**src/rtl/gbdlc_map.svh**
```systemverilog
`ifndef GBDLC_MAP_SVH
`define GBDLC_MAP_SVH
`define GBDLC_CODE_W 10
`define GBDLC_CODE_RST 10'h000
`define GBDLC_NUM_CHAN 24
`define GBDLC_IMG_BYTES 48
`define GBDLC_SLV_BASE 6'h3A
`define GBDLC_GC_ADDR 7'h00
`define GBDLC_GC_RESET 8'h06
`define GBDLC_EE_DEV 4'hA
`define GBDLC_EE_WORD0 8'h00
`define GBDLC_CLK_NS 50
`define GBDLC_EE_QTR_NS 2500
`define GBDLC_EE_QTR_CYC ((`GBDLC_EE_QTR_NS + `GBDLC_CLK_NS - 1) / `GBDLC_CLK_NS)
`endif

```
**src/rtl/gbdlc_pkg.sv**
```systemverilog
package gbdlc_pkg;
   typedef enum logic [5:0] {
      S_IDLE = 6'h01, S_ADDR = 6'h02, S_ACK = 6'h04,
      S_WDATA = 6'h08, S_RDATA = 6'h10, S_RACK = 6'h20
   } gbdlc_slv_e;
   typedef enum logic [3:0] {
      E_IDLE = 4'h1, E_START = 4'h2, E_BIT = 4'h4, E_STOP = 4'h8
   } gbdlc_ee_e;
   typedef struct packed {
      logic vld;
      logic [5:0] idx;
      logic [7:0] data;
   } gbdlc_byte_s;
   typedef struct packed {
      logic scl_o;
      logic scl_oe_n;
      logic sda_o;
      logic sda_oe_n;
   } gbdlc_od_s;
endpackage : gbdlc_pkg

```
**src/rtl/gbdlc_ee_rd.sv**
```systemverilog
`timescale 1ns/1ps
`include "gbdlc_map.svh"
module gbdlc_ee_rd #(
   parameter int unsigned QTR_CYC = `GBDLC_EE_QTR_CYC,
   parameter int unsigned IMG = `GBDLC_IMG_BYTES
) (
   input wire logic clk_sys,
   input wire logic resetn,
   input wire logic start,
   input wire logic [1:0] ea,
   input wire logic ee_sda_i,
   output gbdlc_pkg::gbdlc_od_s pins,
   output gbdlc_pkg::gbdlc_byte_s rd_byte,
   output logic busy
);
   import gbdlc_pkg::*;
   localparam logic [6:0] STOP_STEP = 7'(5 + IMG);
   gbdlc_ee_e st_q, st_d;
   logic [15:0] div_q, div_d;
   logic [1:0] qtr_q, qtr_d;
   logic [6:0] step_q, step_d, nstep;
   logic [8:0] tx_q, tx_d, rx_q, rx_d;
   logic [3:0] bit_q, bit_d;
   logic scl_lo_q, scl_lo_d, sda_lo_q, sda_lo_d, busy_q, busy_d, tick, adv;
   gbdlc_byte_s byte_q, byte_d;
   logic [6:0] dev;

   always_comb begin
      dev = {`GBDLC_EE_DEV, 1'b0, ea};
      st_d = st_q;
      qtr_d = qtr_q;
      step_d = step_q;
      tx_d = tx_q;
      rx_d = rx_q;
      bit_d = bit_q;
      scl_lo_d = scl_lo_q;
      sda_lo_d = sda_lo_q;
      busy_d = busy_q;
      byte_d = '0;
      adv = 1'b0;
      nstep = step_q + 7'd1;
      tick = (div_q == 16'(QTR_CYC - 1));
      div_d = (st_q == E_IDLE || tick) ? 16'h0000 : div_q + 16'h0001;
      if (tick) begin
         qtr_d = qtr_q + 2'h1;
      end
      case (st_q)
         E_IDLE: begin
            qtr_d = 2'h0;
            if (start) begin
               st_d = E_START;
               step_d = 7'h00;
               busy_d = 1'b1;
            end
         end
         E_START: if (tick) begin
            case (qtr_q)
               2'h0: sda_lo_d = 1'b0;
               2'h1: scl_lo_d = 1'b0;
               2'h2: sda_lo_d = 1'b1;
               default: begin
                  scl_lo_d = 1'b1;
                  adv = 1'b1;
               end
            endcase
         end
         E_BIT: if (tick) begin
            case (qtr_q)
               2'h0: sda_lo_d = ~tx_q[8];
               2'h1: scl_lo_d = 1'b0;
               2'h2: rx_d = {rx_q[7:0], ee_sda_i};
               default: begin
                  scl_lo_d = 1'b1;
                  tx_d = {tx_q[7:0], 1'b1};
                  bit_d = bit_q + 4'h1;
                  if (bit_q == 4'h8) begin
                     adv = 1'b1;
                     if (step_q >= 7'd5) begin
                        byte_d = {1'b1, 6'(step_q - 7'd5), rx_q[8:1]};
                     end
                  end
               end
            endcase
         end
         E_STOP: if (tick) begin
            case (qtr_q)
               2'h0: sda_lo_d = 1'b1;
               2'h1: scl_lo_d = 1'b0;
               2'h2: sda_lo_d = 1'b0;
               default: begin
                  st_d = E_IDLE;
                  busy_d = 1'b0;
               end
            endcase
         end
         default: st_d = E_IDLE;
      endcase
      if (adv) begin
         step_d = nstep;
         bit_d = 4'h0;
         if (nstep == 7'd3) begin
            st_d = E_START;
         end else if (nstep == STOP_STEP) begin
            st_d = E_STOP;
         end else begin
            st_d = E_BIT;
            // Address byte carries the strap bits
            tx_d = (nstep == 7'd1) ? {dev, 1'b0, 1'b1} :
                   (nstep == 7'd2) ? {`GBDLC_EE_WORD0, 1'b1} :
                   (nstep == 7'd4) ? {dev, 1'b1, 1'b1} :
                   {8'hFF, nstep == STOP_STEP - 7'd1};
         end
      end
   end

   always_ff @(posedge clk_sys or negedge resetn) begin
      if (!resetn) begin
         st_q <= E_IDLE;
         div_q <= 16'h0000;
         qtr_q <= 2'h0;
         step_q <= 7'h00;
         tx_q <= 9'h1FF;
         rx_q <= 9'h000;
         bit_q <= 4'h0;
         scl_lo_q <= 1'b0;
         sda_lo_q <= 1'b0;
         busy_q <= 1'b0;
         byte_q <= '0;
      end else begin
         st_q <= st_d;
         div_q <= div_d;
         qtr_q <= qtr_d;
         step_q <= step_d;
         tx_q <= tx_d;
         rx_q <= rx_d;
         bit_q <= bit_d;
         scl_lo_q <= scl_lo_d;
         sda_lo_q <= sda_lo_d;
         busy_q <= busy_d;
         byte_q <= byte_d;
      end
   end
   assign busy = busy_q;
   assign rd_byte = byte_q;
   assign pins = {1'b0, ~scl_lo_q, 1'b0, ~sda_lo_q};
endmodule : gbdlc_ee_rd

```
**src/rtl/gbdlc_top.sv**
```systemverilog
`timescale 1ns/1ps
`include "gbdlc_map.svh"
// Summary of operation
// - Channel code sets output to supply times code over 1024.
// - Load low: written channel drives its output right after the write.
// - Load high: many writes collect, then all outputs change together.
// - General-call reset with auto-read on reloads registers from EEPROM.
// - General-call reset with auto-read off clears every code to zero.
// - Both EEPROM strap pins low select default EEPROM; image is 48 bytes.
// - Auto-read high at reset release loads registers from EEPROM.
// - Load pin low updates outputs at once; high holds them.
// - Auto-read low at startup skips EEPROM; plain bus slave.
// - Address-select pin picks one of two slave addresses.
module gbdlc_top #(
   parameter int unsigned NCH = `GBDLC_NUM_CHAN,
   parameter int unsigned QTR_CYC = `GBDLC_EE_QTR_CYC
) (
   input wire logic clk_sys,
   input wire logic resetn,
   input wire logic scl_i,
   input wire logic sda_i,
   output logic sda_o,
   output logic sda_oe_n,
   input wire logic slave_addr_select,
   input wire logic output_load_hold,
   input wire logic autoread_en,
   input wire logic eeprom_addr_sel0,
   input wire logic eeprom_addr_sel1,
   input wire logic ee_sda_i,
   output gbdlc_pkg::gbdlc_od_s ee_pins,
   output logic [NCH-1:0][`GBDLC_CODE_W-1:0] dac_code,
   output logic ee_loading
);
   import gbdlc_pkg::*;
   localparam int W = `GBDLC_CODE_W;

   // Host read: high byte carries bits 9:8, above read zero
   function automatic logic [7:0] rd_byte(input logic [W-1:0] code,
                                          input logic lsb);
      rd_byte = lsb ? code[7:0] : {6'h00, code[9:8]};
   endfunction : rd_byte

   gbdlc_slv_e st_q, st_d;
   logic scl_q, sda_q, scl_rise, scl_fall, start_c, stop_c;
   logic [7:0] shreg_q, shreg_d, byte_in, cur_rd;
   logic [3:0] bit_q, bit_d;
   logic rw_q, rw_d, gc_q, gc_d, ptrset_q, ptrset_d, ackgo_q, ackgo_d;
   logic drv_q, drv_d, boot_q, ee_go_q, ee_go_d, gc_fire;
   logic [5:0] ptr_q, ptr_d;
   logic [1:0] msb_q, msb_d;
   logic [NCH-1:0][W-1:0] chan_q, chan_d, dac_q, dac_d;
   logic wr_en;
   logic [5:0] wr_idx;
   logic [7:0] wr_data;
   logic ee_busy;
   gbdlc_byte_s ee_byte;
   logic [6:0] my_addr;

   assign scl_rise = scl_i & ~scl_q;
   assign scl_fall = ~scl_i & scl_q;
   assign start_c = scl_i & scl_q & sda_q & ~sda_i;
   assign stop_c = scl_i & scl_q & ~sda_q & sda_i;
   assign byte_in = {shreg_q[6:0], sda_i};
   assign my_addr = {`GBDLC_SLV_BASE, slave_addr_select};
   assign cur_rd = (ptr_q[5:1] < 5'(NCH)) ?
                   rd_byte(chan_q[ptr_q[5:1]], ptr_q[0]) : 8'h00;

   // Bus slave sequencing
   always_comb begin
      st_d = st_q;
      shreg_d = shreg_q;
      bit_d = bit_q;
      rw_d = rw_q;
      gc_d = gc_q;
      ptrset_d = ptrset_q;
      ackgo_d = ackgo_q;
      drv_d = drv_q;
      ptr_d = ptr_q;
      gc_fire = 1'b0;
      wr_en = 1'b0;
      wr_idx = ptr_q;
      wr_data = byte_in;
      if (start_c) begin
         st_d = S_ADDR;
         bit_d = 4'h0;
         drv_d = 1'b0;
         ackgo_d = 1'b0;
      end else if (stop_c) begin
         st_d = S_IDLE;
         drv_d = 1'b0;
         ackgo_d = 1'b0;
      end else begin
         case (st_q)
            S_IDLE: ;
            S_ADDR, S_WDATA: begin
               if (scl_rise) begin
                  shreg_d = byte_in;
                  bit_d = bit_q + 4'h1;
               end
               if (scl_rise && bit_q == 4'h7 && st_q == S_ADDR) begin
                  // No answer while the EEPROM image is loading
                  if (!ee_busy && (byte_in[7:1] == my_addr ||
                      byte_in == {`GBDLC_GC_ADDR, 1'b0})) begin
                     ackgo_d = 1'b1;
                     rw_d = byte_in[0];
                     gc_d = (byte_in[7:1] == `GBDLC_GC_ADDR);
                     ptrset_d = 1'b0;
                  end else begin
                     st_d = S_IDLE;
                  end
               end
               if (scl_rise && bit_q == 4'h7 && st_q == S_WDATA) begin
                  ackgo_d = 1'b1;
                  if (gc_q) begin
                     gc_fire = (byte_in == `GBDLC_GC_RESET);
                  end else if (!ptrset_q) begin
                     ptr_d = byte_in[5:0];
                     ptrset_d = 1'b1;
                  end else begin
                     wr_en = 1'b1;
                     ptr_d = ptr_q + 6'h01;
                  end
               end
               if (scl_fall && ackgo_q) begin
                  st_d = S_ACK;
                  drv_d = 1'b1;
                  ackgo_d = 1'b0;
                  bit_d = 4'h0;
               end
            end
            S_ACK: if (scl_fall) begin
               bit_d = 4'h0;
               if (rw_q) begin
                  st_d = S_RDATA;
                  shreg_d = cur_rd;
                  drv_d = ~cur_rd[7];
                  bit_d = 4'h1;
                  ptr_d = ptr_q + 6'h01;
               end else begin
                  st_d = S_WDATA;
                  drv_d = 1'b0;
               end
            end
            S_RDATA: if (scl_fall) begin
               if (bit_q == 4'h8) begin
                  drv_d = 1'b0;
                  st_d = S_RACK;
               end else begin
                  drv_d = ~shreg_q[6];
                  shreg_d = {shreg_q[6:0], 1'b0};
                  bit_d = bit_q + 4'h1;
               end
            end
            S_RACK: begin
               if (scl_rise) begin
                  ackgo_d = ~sda_i;
                  if (sda_i) begin
                     st_d = S_IDLE;
                  end
               end
               if (scl_fall && ackgo_q) begin
                  ackgo_d = 1'b0;
                  st_d = S_RDATA;
                  shreg_d = cur_rd;
                  drv_d = ~cur_rd[7];
                  bit_d = 4'h1;
                  ptr_d = ptr_q + 6'h01;
               end
            end
            default: st_d = S_IDLE;
         endcase
      end
   end

   always_ff @(posedge clk_sys or negedge resetn) begin
      if (!resetn) begin
         st_q <= S_IDLE;
         scl_q <= 1'b1;
         sda_q <= 1'b1;
         shreg_q <= 8'h00;
         bit_q <= 4'h0;
         rw_q <= 1'b0;
         gc_q <= 1'b0;
         ptrset_q <= 1'b0;
         ackgo_q <= 1'b0;
         drv_q <= 1'b0;
         ptr_q <= 6'h00;
      end else begin
         st_q <= st_d;
         scl_q <= scl_i;
         sda_q <= sda_i;
         shreg_q <= shreg_d;
         bit_q <= bit_d;
         rw_q <= rw_d;
         gc_q <= gc_d;
         ptrset_q <= ptrset_d;
         ackgo_q <= ackgo_d;
         drv_q <= drv_d;
         ptr_q <= ptr_d;
      end
   end

   // Channel registers, staging and output latches
   always_comb begin
      chan_d = chan_q;
      msb_d = msb_q;
      ee_go_d = 1'b0;
      if (boot_q && autoread_en) begin
         ee_go_d = 1'b1;
      end
      if (gc_fire && autoread_en) begin
         ee_go_d = 1'b1;
      end else if (gc_fire) begin
         chan_d = '{default: `GBDLC_CODE_RST};
         msb_d = 2'h0;
      end
      // EEPROM image and host share one byte-pair path
      if (ee_byte.vld || wr_en) begin
         if (!(ee_byte.vld ? ee_byte.idx[0] : wr_idx[0])) begin
            msb_d = ee_byte.vld ? ee_byte.data[1:0] : wr_data[1:0];
         end
      end
      // Odd byte completes the 10-bit code
      for (int i = 0; i < NCH; i++) begin
         if (ee_byte.vld && ee_byte.idx[0] && ee_byte.idx[5:1] == 5'(i)) begin
            chan_d[i] = {msb_q, ee_byte.data};
         end else if (wr_en && wr_idx[0] && wr_idx[5:1] == 5'(i)) begin
            chan_d[i] = {msb_q, wr_data};
         end
      end
      // Hold keeps outputs; release moves all codes at once
      dac_d = output_load_hold ? dac_q : chan_q;
   end

   always_ff @(posedge clk_sys or negedge resetn) begin
      if (!resetn) begin
         chan_q <= '{default: `GBDLC_CODE_RST};
         dac_q <= '{default: `GBDLC_CODE_RST};
         msb_q <= 2'h0;
         boot_q <= 1'b1;
         ee_go_q <= 1'b0;
      end else begin
         chan_q <= chan_d;
         dac_q <= dac_d;
         msb_q <= msb_d;
         boot_q <= 1'b0;
         ee_go_q <= ee_go_d;
      end
   end

   gbdlc_ee_rd #(.QTR_CYC(QTR_CYC), .IMG(`GBDLC_IMG_BYTES)) u_ee (
      .clk_sys(clk_sys),
      .resetn(resetn),
      .start(ee_go_q),
      .ea({eeprom_addr_sel1, eeprom_addr_sel0}),
      .ee_sda_i(ee_sda_i),
      .pins(ee_pins),
      .rd_byte(ee_byte),
      .busy(ee_busy)
   );

   // Codes leave as unsigned fractions of the supply over 1024
   assign dac_code = dac_q;
   assign sda_oe_n = ~drv_q;
   assign sda_o = 1'b0;
   assign ee_loading = ee_busy;
endmodule : gbdlc_top

```
**config.mk**
```make
export PLATFORM = sky130hd
export DESIGN_NAME = gbdlc_top
export DESIGN_NICKNAME = d
export VERILOG_FILES = /design/src/rtl/gbdlc_pkg.sv /design/src/rtl/gbdlc_ee_rd.sv /design/src/rtl/gbdlc_top.sv
export VERILOG_INCLUDE_DIRS = /design/src /design/src/rtl
export SDC_FILE = /design/constraint.sdc
export NUM_CORES = 1
export LEC_CHECK = 0
export ABC_AREA = 1
export ABC_CLOCK_PERIOD_IN_PS = 3400
export BUFFER_PORTS_ARGS = -buffer_cell sky130_fd_sc_hd__buf_2
export CAP_MARGIN = 20
export CORE_AREA = 3 3 234 236
export DETAILED_ROUTE_END_ITERATION = 12
export DIE_AREA = 0 0 237 239
export HOLD_SLACK_MARGIN = 0.05
export PLACE_DENSITY = 0.77
export SLEW_MARGIN = 30
export SYNTH_ARGS = -nofsm -noshare
export SYNTH_HDL_FRONTEND = slang
export SYNTH_SLANG_ARGS = --single-unit
```
**constraint.sdc**
```tcl
create_clock -name clk_sys -period 3.4 [get_ports clk_sys]
set_input_delay 0 -clock clk_sys [delete_from_list [all_inputs] [get_ports clk_sys]]
set_output_delay 0 -clock clk_sys [all_outputs]
set_load 0.1 [all_outputs]
```
Word level (Yosys, flattened, before mapping)
Index checks and enable logic that the tools add are counted.
{ "op_classes": {"addsub": 7, "magnitude_cmp": 3, "n_eq_ne": 136, "mux": 186, "bitwise_logic": 19, "n_reduce_logical": 146} }
{ "op_table": {"columns": ["operator", "count"], "rows": [
  ["$mux 10", 49],
  ["$mux 240", 2],
  ["$mux 6", 17],
  ["$ne 3x1->1 const B", 27],
  ["$eq 5x4->1 const B", 16],
  ["$eq 5x5->1 const B", 16],
  ["$reduce_bool 3->1", 26],
  ["$mux 15", 5],
  ["$mux 4", 18],
  ["$mux 9", 8],
  ["$mux 7", 9],
  ["$logic_and 1x1->1", 57],
  ["$mux 1", 51],
  ["$bmux 10 s5", 1],
  ["$reduce_and 2->1", 25],
  ["$eq 5x3->1 const B", 8],
  ["$pmux 6 s5", 1],
  ["$pmux 7 s4", 1],
  ["$mux 8", 3],
  ["$ne 2x2->1 const B", 12],
  ["$ne 4x4->1 const B", 6],
  ["$eq 5x2->1 const B", 4],
  ["$ne 5x5->1 const B", 4],
  ["$pmux 6 s3", 1],
  ["61 further kinds", 130]
]} }
{ "totals": {"regBits": 583, "inputBits": 10, "output_inout_bits": 247} }

Longest topological paths before layout
Gate-level depths: netlist of the first run.
{ "depth": {"word_depth": 12, "depth_mapped": 15, "mapped_depth_nobuf": 13} }

Modules after synthesis
A second synthesis of the first run with hierarchy kept.
{ "hier_totals": {"hier_cells": 3614, "hier_area_um2": 29130.4} }
{ "by_module_without_submodules": {"columns": ["module", "n_inst", "cells_each", "area_per_inst_um2", "seq_area_each_um2"], "rows": [
  ["gbdlc_top", 1, 3176, 25435.6, 12867.3],
  ["gbdlc_ee_rd", 1, 438, 3694.8, 1739.2]
]} }

Worst setup path after synthesis of the first run
Ideal clock, no wire load.
{ "synth_timing": {"path_kind": "reg-to-reg", "from": "register bit_q[1]", "to": "register chan_q[20] in the netlist's numbering", "setup_ns": 0.125, "t_arrival_ns": 1.696, "required_time_ns": 3.275, "slack_ns": 1.580, "stages_incl_launch_ff": 14, "period_less_slack_ns": 1.820, "cell_sequence": "dfrtp_1 ha_1 nand2_1 nand3b_4 nor2_8 nand3_4 inv_2 buf_6 buf_6 nand2_2 nand3_2 o21ai_2 nand2_1 nand3_1"} }
{ "synth_via": {"elab_chain_len": 11} }
{ "synth_rtl": {"columns": ["item", "line", "source"], "rows": [
  ["from (decl)", "gbdlc_top.sv:46", "logic [3:0] bit_q, bit_d;"],
  ["from (signal assigned)", "gbdlc_top.sv:193", "bit_q <= bit_d;"],
  ["$eq 4x3->1 (*)", "gbdlc_top.sv:112", "if (scl_rise && bit_q == 4'h7 && st_q == S_WDATA) begin"],
  ["$logic_and 1x1->1 (*) (2 in series)", "gbdlc_top.sv:112", null],
  ["$mux 1", "gbdlc_top.sv:112", null],
  ["$mux 1", "gbdlc_top.sv:93", "case (st_q)"],
  ["$mux 1", "gbdlc_top.sv:88", "end else if (stop_c) begin"],
  ["$mux 1", "gbdlc_top.sv:83", "if (start_c) begin"],
  ["$logic_and 1x1->1 (2 in series)", "gbdlc_top.sv:227", "end else if (wr_en && wr_idx[0] && wr_idx[5:1] == 5'(i)) begin"],
  ["$ne 3x1->1 (no line) (tied with other cells)", null, null],
  ["$reduce_and 2->1 (no line) / $mux 10 (equally long branches)", null, null],
  ["to (signal assigned)", "gbdlc_top.sv:243", "chan_q <= chan_d;"],
  ["to (decl)", "gbdlc_top.sv:51", "logic [NCH-1:0][W-1:0] chan_q, chan_d, dac_q, dac_d;"]
]} }
Every way passes the cells marked *; elsewhere a longest branch is shown, timed or not.
A chain may end at the register's enable or synchronous reset.

Final worst setup path of the first run
{ "layout_timing": {"from": "register ptr_q[1]", "to": "register drv_q"} }
{ "layout_via": {"elab_chain_len": 10} }
{ "layout_rtl": {"columns": ["item", "line", "source"], "rows": [
  ["from (decl)", "gbdlc_top.sv:49", "logic [5:0] ptr_q, ptr_d;"],
  ["from (signal assigned)", "gbdlc_top.sv:199", "ptr_q <= ptr_d;"],
  ["$bmux 10 s5", "gbdlc_top.sv:66", "rd_byte(chan_q[ptr_q[5:1]], ptr_q[0]) : 8'h00;"],
  ["$mux 10 (not written as such)", "gbdlc_top.sv:66", null],
  ["$mux 8", "gbdlc_top.sv:40", "rd_byte = lsb ? code[7:0] : {6'h00, code[9:8]};"],
  ["$mux 8 (*)", "gbdlc_top.sv:65", "assign cur_rd = (ptr_q[5:1] < 5'(NCH)) ?"],
  ["$not 1->1 (*)", "gbdlc_top.sv:136, gbdlc_top.sv:165", null],
  ["$mux 1", "gbdlc_top.sv:133", "if (rw_q) begin"],
  ["$mux 1", "gbdlc_top.sv:131", "S_ACK: if (scl_fall) begin"],
  ["$pmux 1 s4 (*)", "gbdlc_top.sv:93", null],
  ["$mux 1 (*)", "gbdlc_top.sv:88", null],
  ["$mux 1 (*)", "gbdlc_top.sv:83", null],
  ["to (signal assigned)", "gbdlc_top.sv:198", "drv_q <= drv_d;"],
  ["to (decl)", "gbdlc_top.sv:48", "logic drv_q, drv_d, boot_q, ee_go_q, ee_go_d, gc_fire;"]
]} }
Every way passes the cells marked *; elsewhere a longest branch is shown, timed or not. The select of a mux whose other input is x is not followed.

==> flow_summary.rst, run 1 <==
.. list-table::
   :header-rows: 1

   * - Metric
     - Value
   * - Most common cell after layout, fill and taps aside
     - sky130_fd_sc_hd__nand2_1
   * - Clock network latency to the later pin of the worst-skew pair
     - 640 ps
   * - Most crowded layer after global routing
     - met2
   * - Post-synth cell types
     - 60
   * - Warning count from the yosys run
     - 0
   * - Sequential fraction of the synthesis area
     - 50.5%
   * - FF-to-FF setup slack
     - 540 ps
   * - Period Utilization, post-route
     - 84.2%
   * - Grt ovf
     - 0
   * - Summed instance area of the synthesized netlist
     - 28900 um^2
   * - Final RePlAce weighted congestion
     - 1.00
   * - Capture point of the worst reg-to-reg path
     - drv_q$_DFFE_PN0P_
   * - Routed wire per std cell
     - 21.0 um
   * - Worst setup EP type
     - flop
   * - Top area cells in the synthesized netlist
     - sky130_fd_sc_hd__dfrtp_1 49%, sky130_fd_sc_hd__nand2_1 13%, sky130_fd_sc_hd__nand3_1 5.8%, sky130_fd_sc_hd__mux2_2 5.1%, sky130_fd_sc_hd__o21ai_0 4.4%
   * - Library cell contributing the largest single delay on the critical path
     - sky130_fd_sc_hd__nor2_2
   * - Fin nets
     - 3709
   * - Achievable frequency
     - 349 MHz
   * - RSZ-0062 raised after global routing
     - no
   * - Worst path most repeated cell
     - sky130_fd_sc_hd__nand2_1
   * - Number of flip-flops and latches in the synthesized netlist
     - 583
   * - Worst Hold End
     - u_ee.rx_q[0]$_DFFE_PN0P_
   * - Setup Viol. Count Final
     - 0
   * - Cts repair resizes
     - 0
   * - Initial drt markers
     - 2958
   * - Minimum period implied by the final worst setup slack
     - 2860 ps
   * - Worst r2r path cells
     - 11
   * - Critical path peak fanout
     - 22
   * - Worst-case headroom to the max-slew limit
     - 36.7%
   * - Cells traversed along the worst timing path
     - nor2_2 -> buf_4 -> a22oi_1 -> nand2_1 -> nand2_1 -> nand3_1 -> nand2_1 -> inv_1 -> nand2_1 -> nand2_1 -> a21oi_1
   * - Top Family by Delay on Critical Path
     - simple AND/OR/NAND/NOR gates
   * - CP required
     - 3920 ps
   * - Least-Margin Pin Slew
     - 950 ps
   * - Post-Syn Instances
     - 3457
   * - Portion of synthesized cell area occupied by the leading cell type
     - 49.2%
   * - Remaining number of nets flagged by the antenna check after routing
     - 0
   * - Die Footprint
     - 56600 um^2
   * - Global-route met2 utilization
     - 50.0%
   * - Launch point of the worst reg-to-reg path
     - ptr_q[1]$_DFFE_PN0P_
   * - Pleak
     - 15.4 nW
   * - Worst setup slack after layout
     - 538 ps
   * - # Max-Cap Violations
     - 0
   * - Setup tns final
     - 0 ps
   * - Total CTS buffers
     - 59
   * - Commonest non-fill, non-tap cells in the layout
     - 1031 x sky130_fd_sc_hd__nand2_1, 569 x sky130_fd_sc_hd__dfrtp_1, 335 x sky130_fd_sc_hd__nand3_1
   * - Biggest cell delay along the critical path
     - 750 ps
   * - DRC violations left
     - 0
   * - Post-CTS setup buffer count
     - 0
   * - DR vias/cell
     - 5.77
   * - Number of buffer and inverter stages on the critical path
     - 2
   * - Startpoint of the most critical hold path
     - ee_sda_i
   * - Number of buffers on the longest clock path
     - 3
   * - Number of antenna diodes
     - 0
   * - Worst hold path type
     - primary input to flop
   * - Fin. Hold Viols
     - 0
   * - Dpl hpwl
     - 64700 um
   * - Global routing met1 resource utilization
     - 43.6%
   * - Cells on Worst Hold Path
     - 3
   * - Number of optimization iterations in the first detailed-route pass
     - 6
   * - Via count of the first global-routing pass
     - 24300
   * - Proportion of register bits with asynchronous set or reset after synthesis
     - 100%
   * - Areal power density over the cells
     - 557 nW/um^2
   * - Max-slew violation count
     - 0
   * - Worst ir drop on vdd
     - 0.433 mV
   * - Area delta synth->final
     - 14.6%
   * - Count of flip-flops with a built-in enable after synthesis
     - 0
   * - Initial standard-cell utilization of the core
     - 55.0%
   * - Fill cell total of the finished layout
     - 4373
   * - Met3 track demand over resource
     - 7.40%
   * - Standard-cell rows
     - 84
   * - Worst-path clk slew
     - 70 ps
   * - Number of antenna violations at the first check in global routing
     - 3
   * - Clock skew
     - 33.5 ps
   * - Overall routing resource usage
     - 32.2%
   * - CTS HTree Levels
     - 2
   * - Post-synthesis area per instance
     - 8.37 um^2
   * - Tot Pwr
     - 18.5 mW
   * - Horiz. Die Dim
     - 237 um
   * - Standard cell core area
     - 52700 um^2
   * - Maximum number of pins on one net before global-route repair
     - 88
   * - Dpl ws
     - 648 ps
   * - Wire length after detailed routing
     - 92600 um
   * - Layout cells sized above 1
     - 18.8%
   * - Clock root buffer
     - sky130_fd_sc_hd__clkbuf_16
   * - Status
     - finished clean
   * - Type of origin of the critical path
     - flop
   * - Cell type with the highest aggregate area in the netlist
     - sky130_fd_sc_hd__dfrtp_1
   * - Floorplan die height
     - 239 um
   * - Total clock sinks
     - 583
   * - Start-to-end type of the worst setup path
     - flop to flop
   * - CTS tree
     - yes
   * - Fraction of the core area covered by cells at the end of the flow
     - 63.0%
   * - Number of buffers inserted by port buffering
     - 253
   * - First-pass GRT wire length
     - 143000 um
   * - Most frequently used flop master after synthesis
     - sky130_fd_sc_hd__dfrtp_1
   * - Routed via count
     - 25500
   * - Data arrival, critical path
     - 3380 ps
   * - I/O pin count
     - 257
## through the flow
step	std cells	hold WS, ps	area [um^2]
2_1_floorplan	3460	-296	28900
3_3_place_gp	4296	114	30900
3_5_place_dp	4296	113	30900
4_1_cts	4414	127	33100
5_1_grt	4414	178	33100
6_report	4414	160	33100
## timing repair
action	4_1_cts	5_1_grt
endpoints found under the hold margin	488	0
hold buffers	12	0
endpoints found under the setup margin	0	0
## worst min-delay path: cells and delay by family
family                 cells  cell delay, ps
buffers and inverters      2             620
muxes                      1             130
## final cells by class
class	count	area [um^2]	area share (%)
Clock inverter	23	444	1.34
Tap cell	688	861	2.60
Inverter	325	1220	3.69
Clock buffer	83	1660	5.00
Sequential cell	583	14600	44.1
Timing Repair Buffer	332	2050	6.18
Multi-Input combinational cell	2380	12300	37.1
## cells by family (layout without fill, tap and decap cells)
family | after synthesis | in the layout | share of synthesized area [%]
adder cells (fa/ha/maj) | 18 | 18 | 0.778
multiplexers | 132 | 132 | 5.13
XOR/XNOR | 12 | 12 | 0.363
AND/OR/NAND/NOR | 1784 | 1784 | 27.2
buffers and inverters | 497 | 763 | 7.05
flip-flops | 583 | 583 | 50.5
other | 1 | 4 | 0.0130
AO/OA/AOI/OAI | 430 | 430 | 8.99
## Yosys cell counts (4+ instances only)
library cell	instances
sky130_fd_sc_hd__nor3_1	21
sky130_fd_sc_hd__o21ai_0	253
sky130_fd_sc_hd__ha_1	18
sky130_fd_sc_hd__nor2_1	222
sky130_fd_sc_hd__buf_2	53
sky130_fd_sc_hd__o21ai_4	7
sky130_fd_sc_hd__nand3b_1	66
sky130_fd_sc_hd__o31ai_2	9
sky130_fd_sc_hd__o22ai_4	9
sky130_fd_sc_hd__buf_6	6
sky130_fd_sc_hd__xor2_1	9
sky130_fd_sc_hd__o22ai_1	29
sky130_fd_sc_hd__nor3b_1	4
sky130_fd_sc_hd__mux2_2	131
sky130_fd_sc_hd__nand3_1	335
sky130_fd_sc_hd__nor2_2	22
sky130_fd_sc_hd__a21oi_1	70
sky130_fd_sc_hd__o21ai_2	12
sky130_fd_sc_hd__clkinv_1	12
sky130_fd_sc_hd__nand3_2	6
sky130_fd_sc_hd__inv_1	272
sky130_fd_sc_hd__buf_4	16
sky130_fd_sc_hd__a22oi_1	10
sky130_fd_sc_hd__dfstp_2	14
sky130_fd_sc_hd__clkbuf_1	94
sky130_fd_sc_hd__or2_2	6
sky130_fd_sc_hd__dfrtp_1	569
sky130_fd_sc_hd__nand2_1	1031
sky130_fd_sc_hd__nor3_2	8
sky130_fd_sc_hd__o21ai_1	13
sky130_fd_sc_hd__o211ai_1	7
sky130_fd_sc_hd__inv_2	39
sky130_fd_sc_hd__nand4_1	34
sky130_fd_sc_hd__nor2_4	5
sky130_fd_sc_hd__nand2_2	7
## report_power, final
part           switching [mW]  internal [mW]  total, mW  leakage [nW]
registers               0.180           7.14       7.32          6.23
logic                    3.16          0.847       4.01          8.17
clock network            2.82           4.30       7.12          1.01
## sequential cells by signal, indices dropped and copies added (netlist names), 6 cells and up
signal / flops
chan_q: 240
dac_code: 240
ptr_q: 6
shreg_q: 7
st_q: 6
u_ee.div_q: 16
u_ee.rd_byte: 15
u_ee.rx_q: 9
u_ee.step_q: 7
u_ee.tx_q: 9
## layer usage
metal,routed length (um),up-vias
met3,9550,285
met1,36700,12100
met5,0,-
met2,41700,1367
li1,-,11700
met4,4660,0
## worst max-delay path by stage
stage / start / end / slack (ps) / cells after the start
finish: ptr_q[1]$_DFFE_PN0P_ / drv_q$_DFFE_PN0P_ / 540 / 11
global route: sda_i / chan_q[3]$_DFFE_PN0P_ / 320 / 13
CTS: bit_q[1]$_DFFE_PN0P_ / chan_q[208]$_DFFE_PN0P_ / 650 / 8
detailed placement: bit_q[1]$_DFFE_PN0P_ / chan_q[208]$_DFFE_PN0P_ / 650 / 8
global placement: ptr_q[1]$_DFFE_PN0P_ / drv_q$_DFFE_PN0P_ / 730 / 11
floorplan: bit_q[1]$_DFFE_PN0P_ / chan_q[20]$_DFFE_PN0P_ / 1580 / 13
Note: power is estimated with default switching activity, not from simulation.
==> run 2, diff against run 1 <==
--- a/config.mk
+++ b/config.mk
@@ -6,13 +6,13 @@
 export SDC_FILE = /design/constraint.sdc
 export NUM_CORES = 1
 export LEC_CHECK = 0
-export ABC_AREA = 1
-export ABC_CLOCK_PERIOD_IN_PS = 3400
+export ABC_AREA = 0
+export ABC_CLOCK_PERIOD_IN_PS = 2750
 export BUFFER_PORTS_ARGS = -buffer_cell sky130_fd_sc_hd__buf_2
 export CAP_MARGIN = 20
-export CORE_AREA = 3 3 234 236
+export CORE_AREA = 3 3 229 231
 export DETAILED_ROUTE_END_ITERATION = 12
-export DIE_AREA = 0 0 237 239
+export DIE_AREA = 0 0 232 234
 export HOLD_SLACK_MARGIN = 0.05
 export PLACE_DENSITY = 0.77
 export SLEW_MARGIN = 30
==> constraint.sdc (replaced) <==
create_clock -name clk_sys -period 2.75 [get_ports clk_sys]
set_input_delay 0 -clock clk_sys [delete_from_list [all_inputs] [get_ports clk_sys]]
set_output_delay 0 -clock clk_sys [all_outputs]
set_load 0.1 [all_outputs]
==> flow_summary.rst, run 2 <==
.. list-table::
   :header-rows: 1

   * - Metric
     - Value
   * - Status
     - finished clean
   * - Global-route met2 utilization
     - 51.0%
   * - Number of optimization iterations in the first detailed-route pass
     - 7
   * - Sequential fraction of the synthesis area
     - 52.5%
   * - Worst r2r path cells
     - 8
   * - Number of buffers on the longest clock path
     - 3
   * - Most common cell in the netlist
     - sky130_fd_sc_hd__dfrtp_1
   * - Standard-cell rows
     - 82
   * - Type of origin of the critical path
     - flop
   * - Start-to-end type of the worst setup path
     - flop to flop
   * - Cell type with the highest aggregate area in the netlist
     - sky130_fd_sc_hd__dfrtp_1
   * - Commonest non-fill, non-tap cells in the layout
     - 567 x sky130_fd_sc_hd__dfrtp_1, 306 x sky130_fd_sc_hd__nand2_1, 252 x sky130_fd_sc_hd__mux2_2
   * - Least-Margin Pin Slew
     - 922 ps
   * - Critical path origin
     - shreg_q[6]$_DFFE_PN0P_
   * - Most crowded layer after global routing
     - met2
   * - Setup Viol. Count Final
     - 0
   * - Number of buffers inserted by port buffering
     - 253
   * - Clock network latency to the later pin of the worst-skew pair
     - 630 ps
   * - Dpl hpwl
     - 62300 um
   * - Sw frac
     - 25.0%
   * - Fin. Hold Viols
     - 0
   * - Pleak
     - 13.7 nW
   * - CTS tree
     - yes
   * - Critical path peak fanout
     - 130
   * - Max-slew violation count
     - 0
   * - Number of flip-flops and latches in the synthesized netlist
     - 583
   * - Post-Syn Instances
     - 2589
   * - Most common cell after layout, fill and taps aside
     - sky130_fd_sc_hd__dfrtp_1
   * - Internal power
     - 14.0 mW
   * - Number of antenna diodes
     - 0
   * - Horiz. Die Dim
     - 232 um
   * - RSZ-0062 raised after global routing
     - no
   * - CTS HTree Levels
     - 2
   * - Minimum period implied by the final worst setup slack
     - 2670 ps
   * - Startpoint of the most critical hold path
     - slave_addr_select
   * - Worst setup EP type
     - flop
   * - Grt ovf
     - 0
   * - Wire length after detailed routing
     - 89500 um
   * - Final RePlAce weighted congestion
     - 0.935
   * - Global routing met1 resource utilization
     - 44.0%
   * - Standard cell core area
     - 50300 um^2
   * - Total clock sinks
     - 583
   * - Top cells by count, synth
     - 569 x sky130_fd_sc_hd__dfrtp_1, 306 x sky130_fd_sc_hd__nand2_1, 252 x sky130_fd_sc_hd__mux2_2, 247 x sky130_fd_sc_hd__nor2_1, 184 x sky130_fd_sc_hd__nand3_1
   * - DRC violations left
     - 0
   * - Number of antenna violations at the first check in global routing
     - 2
   * - Proportion of register bits with asynchronous set or reset after synthesis
     - 100%
   * - Fin nets
     - 2878
   * - Cells on Worst Hold Path
     - 5
   * - Post-synth cell types
     - 75
   * - Data arrival, critical path
     - 3110 ps
   * - DR vias/cell
     - 6.49
   * - Post-synthesis area per instance
     - 10.7 um^2
   * - # Max-Cap Violations
     - 0
   * - Layout cells sized above 1
     - 29.3%
   * - Dpl cells
     - 3452
   * - I/O pin count
     - 257
   * - Remaining number of nets flagged by the antenna check after routing
     - 0
   * - Worst-path clk slew
     - 60 ps
   * - Clock network fraction of design power
     - 44.8%
   * - Die Footprint
     - 54300 um^2
   * - Clock skew
     - 29.6 ps
   * - Area delta synth->final
     - 16.9%
   * - Total CTS buffers
     - 58
   * - Worst-case headroom to the max-slew limit
     - 38.3%
   * - Areal power density over the cells
     - 574 nW/um^2
   * - Maximum number of pins on one net before global-route repair
     - 131
   * - Floorplan die height
     - 234 um
   * - Dpl ws
     - 130 ps
   * - Period Utilization, post-route
     - 96.9%
   * - CP required
     - 3200 ps
   * - Relative contribution of combinational cells to total power
     - 8.2%
   * - Fraction of the core area covered by cells at the end of the flow
     - 64.7%
   * - Initial standard-cell utilization of the core
     - 55.3%
   * - Power spent charging and discharging nets
     - 4.67 mW
   * - Warning count from the yosys run
     - 0
   * - Worst ir drop on vdd
     - 0.474 mV
   * - Summed instance area of the synthesized netlist
     - 27800 um^2
   * - Portion of synthesized cell area occupied by the leading cell type
     - 51.2%
   * - Routed wire per std cell
     - 25.1 um
   * - Achievable frequency
     - 375 MHz
   * - Final instance count without filler cells
     - 3569
   * - Initial drt markers
     - 3090
   * - Count of flip-flops with a built-in enable after synthesis
     - 0
   * - Routed via count
     - 23200
   * - Worst setup slack after layout
     - 84.6 ps
   * - Launch point of the worst reg-to-reg path
     - shreg_q[6]$_DFFE_PN0P_
   * - First-pass GRT wire length
     - 136000 um
   * - Via count of the first global-routing pass
     - 22600
   * - Met3 track demand over resource
     - 7.68%
   * - Setup tns final
     - 0 ps
   * - Overall routing resource usage
     - 32.7%
   * - Sequential cell fraction of total power
     - 47.0%
   * - Clock root buffer
     - sky130_fd_sc_hd__clkbuf_16
   * - Most frequently used flop master after synthesis
     - sky130_fd_sc_hd__dfrtp_1
   * - Top area cells in the synthesized netlist
     - sky130_fd_sc_hd__dfrtp_1 51%, sky130_fd_sc_hd__mux2_2 10%, sky130_fd_sc_hd__mux4_2 4.5%, sky130_fd_sc_hd__nand2_1 4.1%, sky130_fd_sc_hd__a31oi_1 3.9%
   * - Worst hold path type
     - primary input to flop
run 2: cell count changes in the layout (fill, tap and decap cells not counted), moves of 38 or more:
cell                       previous run  this run
sky130_fd_sc_hd__o21ai_0            253        85
sky130_fd_sc_hd__mux4_2               0        55
sky130_fd_sc_hd__nand3_1            335       184
sky130_fd_sc_hd__a21oi_1             70        32
sky130_fd_sc_hd__a22o_1               0        58
sky130_fd_sc_hd__inv_2               39         0
sky130_fd_sc_hd__nand2_1           1031       306
sky130_fd_sc_hd__buf_4               56       133
sky130_fd_sc_hd__nand3b_1            66        14
sky130_fd_sc_hd__mux2_2             131       252
sky130_fd_sc_hd__inv_1              272        20
sky130_fd_sc_hd__a31oi_1              2       172
sky130_fd_sc_hd__mux2i_1              1        44
run 2: cell families (layout without fill, tap and decap cells):
| kind of cell | count (synthesis) | in the layout | share of synthesized area (%) |
|---|---|---|---|
| AO/OA/AOI/OAI | 453 | 453 | 10.8 |
| XOR/XNOR | 22 | 22 | 0.692 |
| adder cells (fa/ha/maj) | 18 | 18 | 0.809 |
| buffers and inverters | 229 | 534 | 3.19 |
| flip-flops | 583 | 583 | 52.5 |
| multiplexers | 351 | 351 | 16.2 |
| other | 1 | 4 | 0.0135 |
| AND/OR/NAND/NOR | 932 | 932 | 15.8 |
run 2: power by group through the flow:
stage	Clock (mW)	Sequential (mW)	Combinational [mW]
global placement	0	8.92	1.43
global route	8.78	8.78	1.61
CTS	8.42	8.77	1.48
floorplan	0	8.88	0.764
finish	8.36	8.78	1.54
detailed placement	0	8.93	1.46
run 2: cell type report:
class	count	area [um^2]
inverters	20	75.1
clock buffers	81	1680
well taps	672	841
flip-flops and latches	583	14600
repair buffers	407	2620
fillers	3839	17700
clock inverters	26	328
multi-input cells	1780	12400
run 2: final timing paths:
kind | slack, ps | to
max | 80 | chan_q[181]$_DFFE_PN0P_
min | 160 | gc_q$_DFFE_PN0P_
min in group asynchronous | 440 | dac_code[73]$_DFFE_PN0N_
max in group asynchronous | 1460 | dac_code[116]$_DFFE_PN0N_
max reg2reg | 80 | chan_q[181]$_DFFE_PN0P_
min reg2reg | 480 | u_ee.rd_byte[7]$_DFF_PN0_
run 2: repair_timing:
item	in CTS	in global routing
gates resized for setup	0	7
hold buffers	10	0
endpoints found under the setup margin	0	26
buffers inserted	0	0
endpoints found under the hold margin	633	0
run 2: critical path, stage by stage, from the launching register on:
cell and delay [ps]:
sky130_fd_sc_hd__dfrtp_1 370, sky130_fd_sc_hd__or4_1 560, sky130_fd_sc_hd__nor3_1 280, sky130_fd_sc_hd__buf_4 190
sky130_fd_sc_hd__nand2_1 60, sky130_fd_sc_hd__or3_4 340, sky130_fd_sc_hd__buf_12 240, sky130_fd_sc_hd__nand3_1 200
sky130_fd_sc_hd__a31oi_1 120
run 2: stage by stage:
| step | instance area (um^2) | hold slack, ps | total power, mW |
|---|---|---|---|
| after floorplan | 27800 | -296 | 9.64 |
| after global placement | 30400 | 81.7 | 10.4 |
| after detailed placement | 30400 | 86.7 | 10.4 |
| after CTS | 32500 | 135 | 18.7 |
| after global routing | 32500 | 185 | 19.2 |
| final | 32500 | 161 | 18.7 |
run 2: routing by layer:
metal  part of all wire [%]  vias to the layer above
met5                  0.030                        -
met4                    5.0                        4
met3                     11                      333
met2                     46                     1511
met1                     38                    11400
li1                       -                     9864
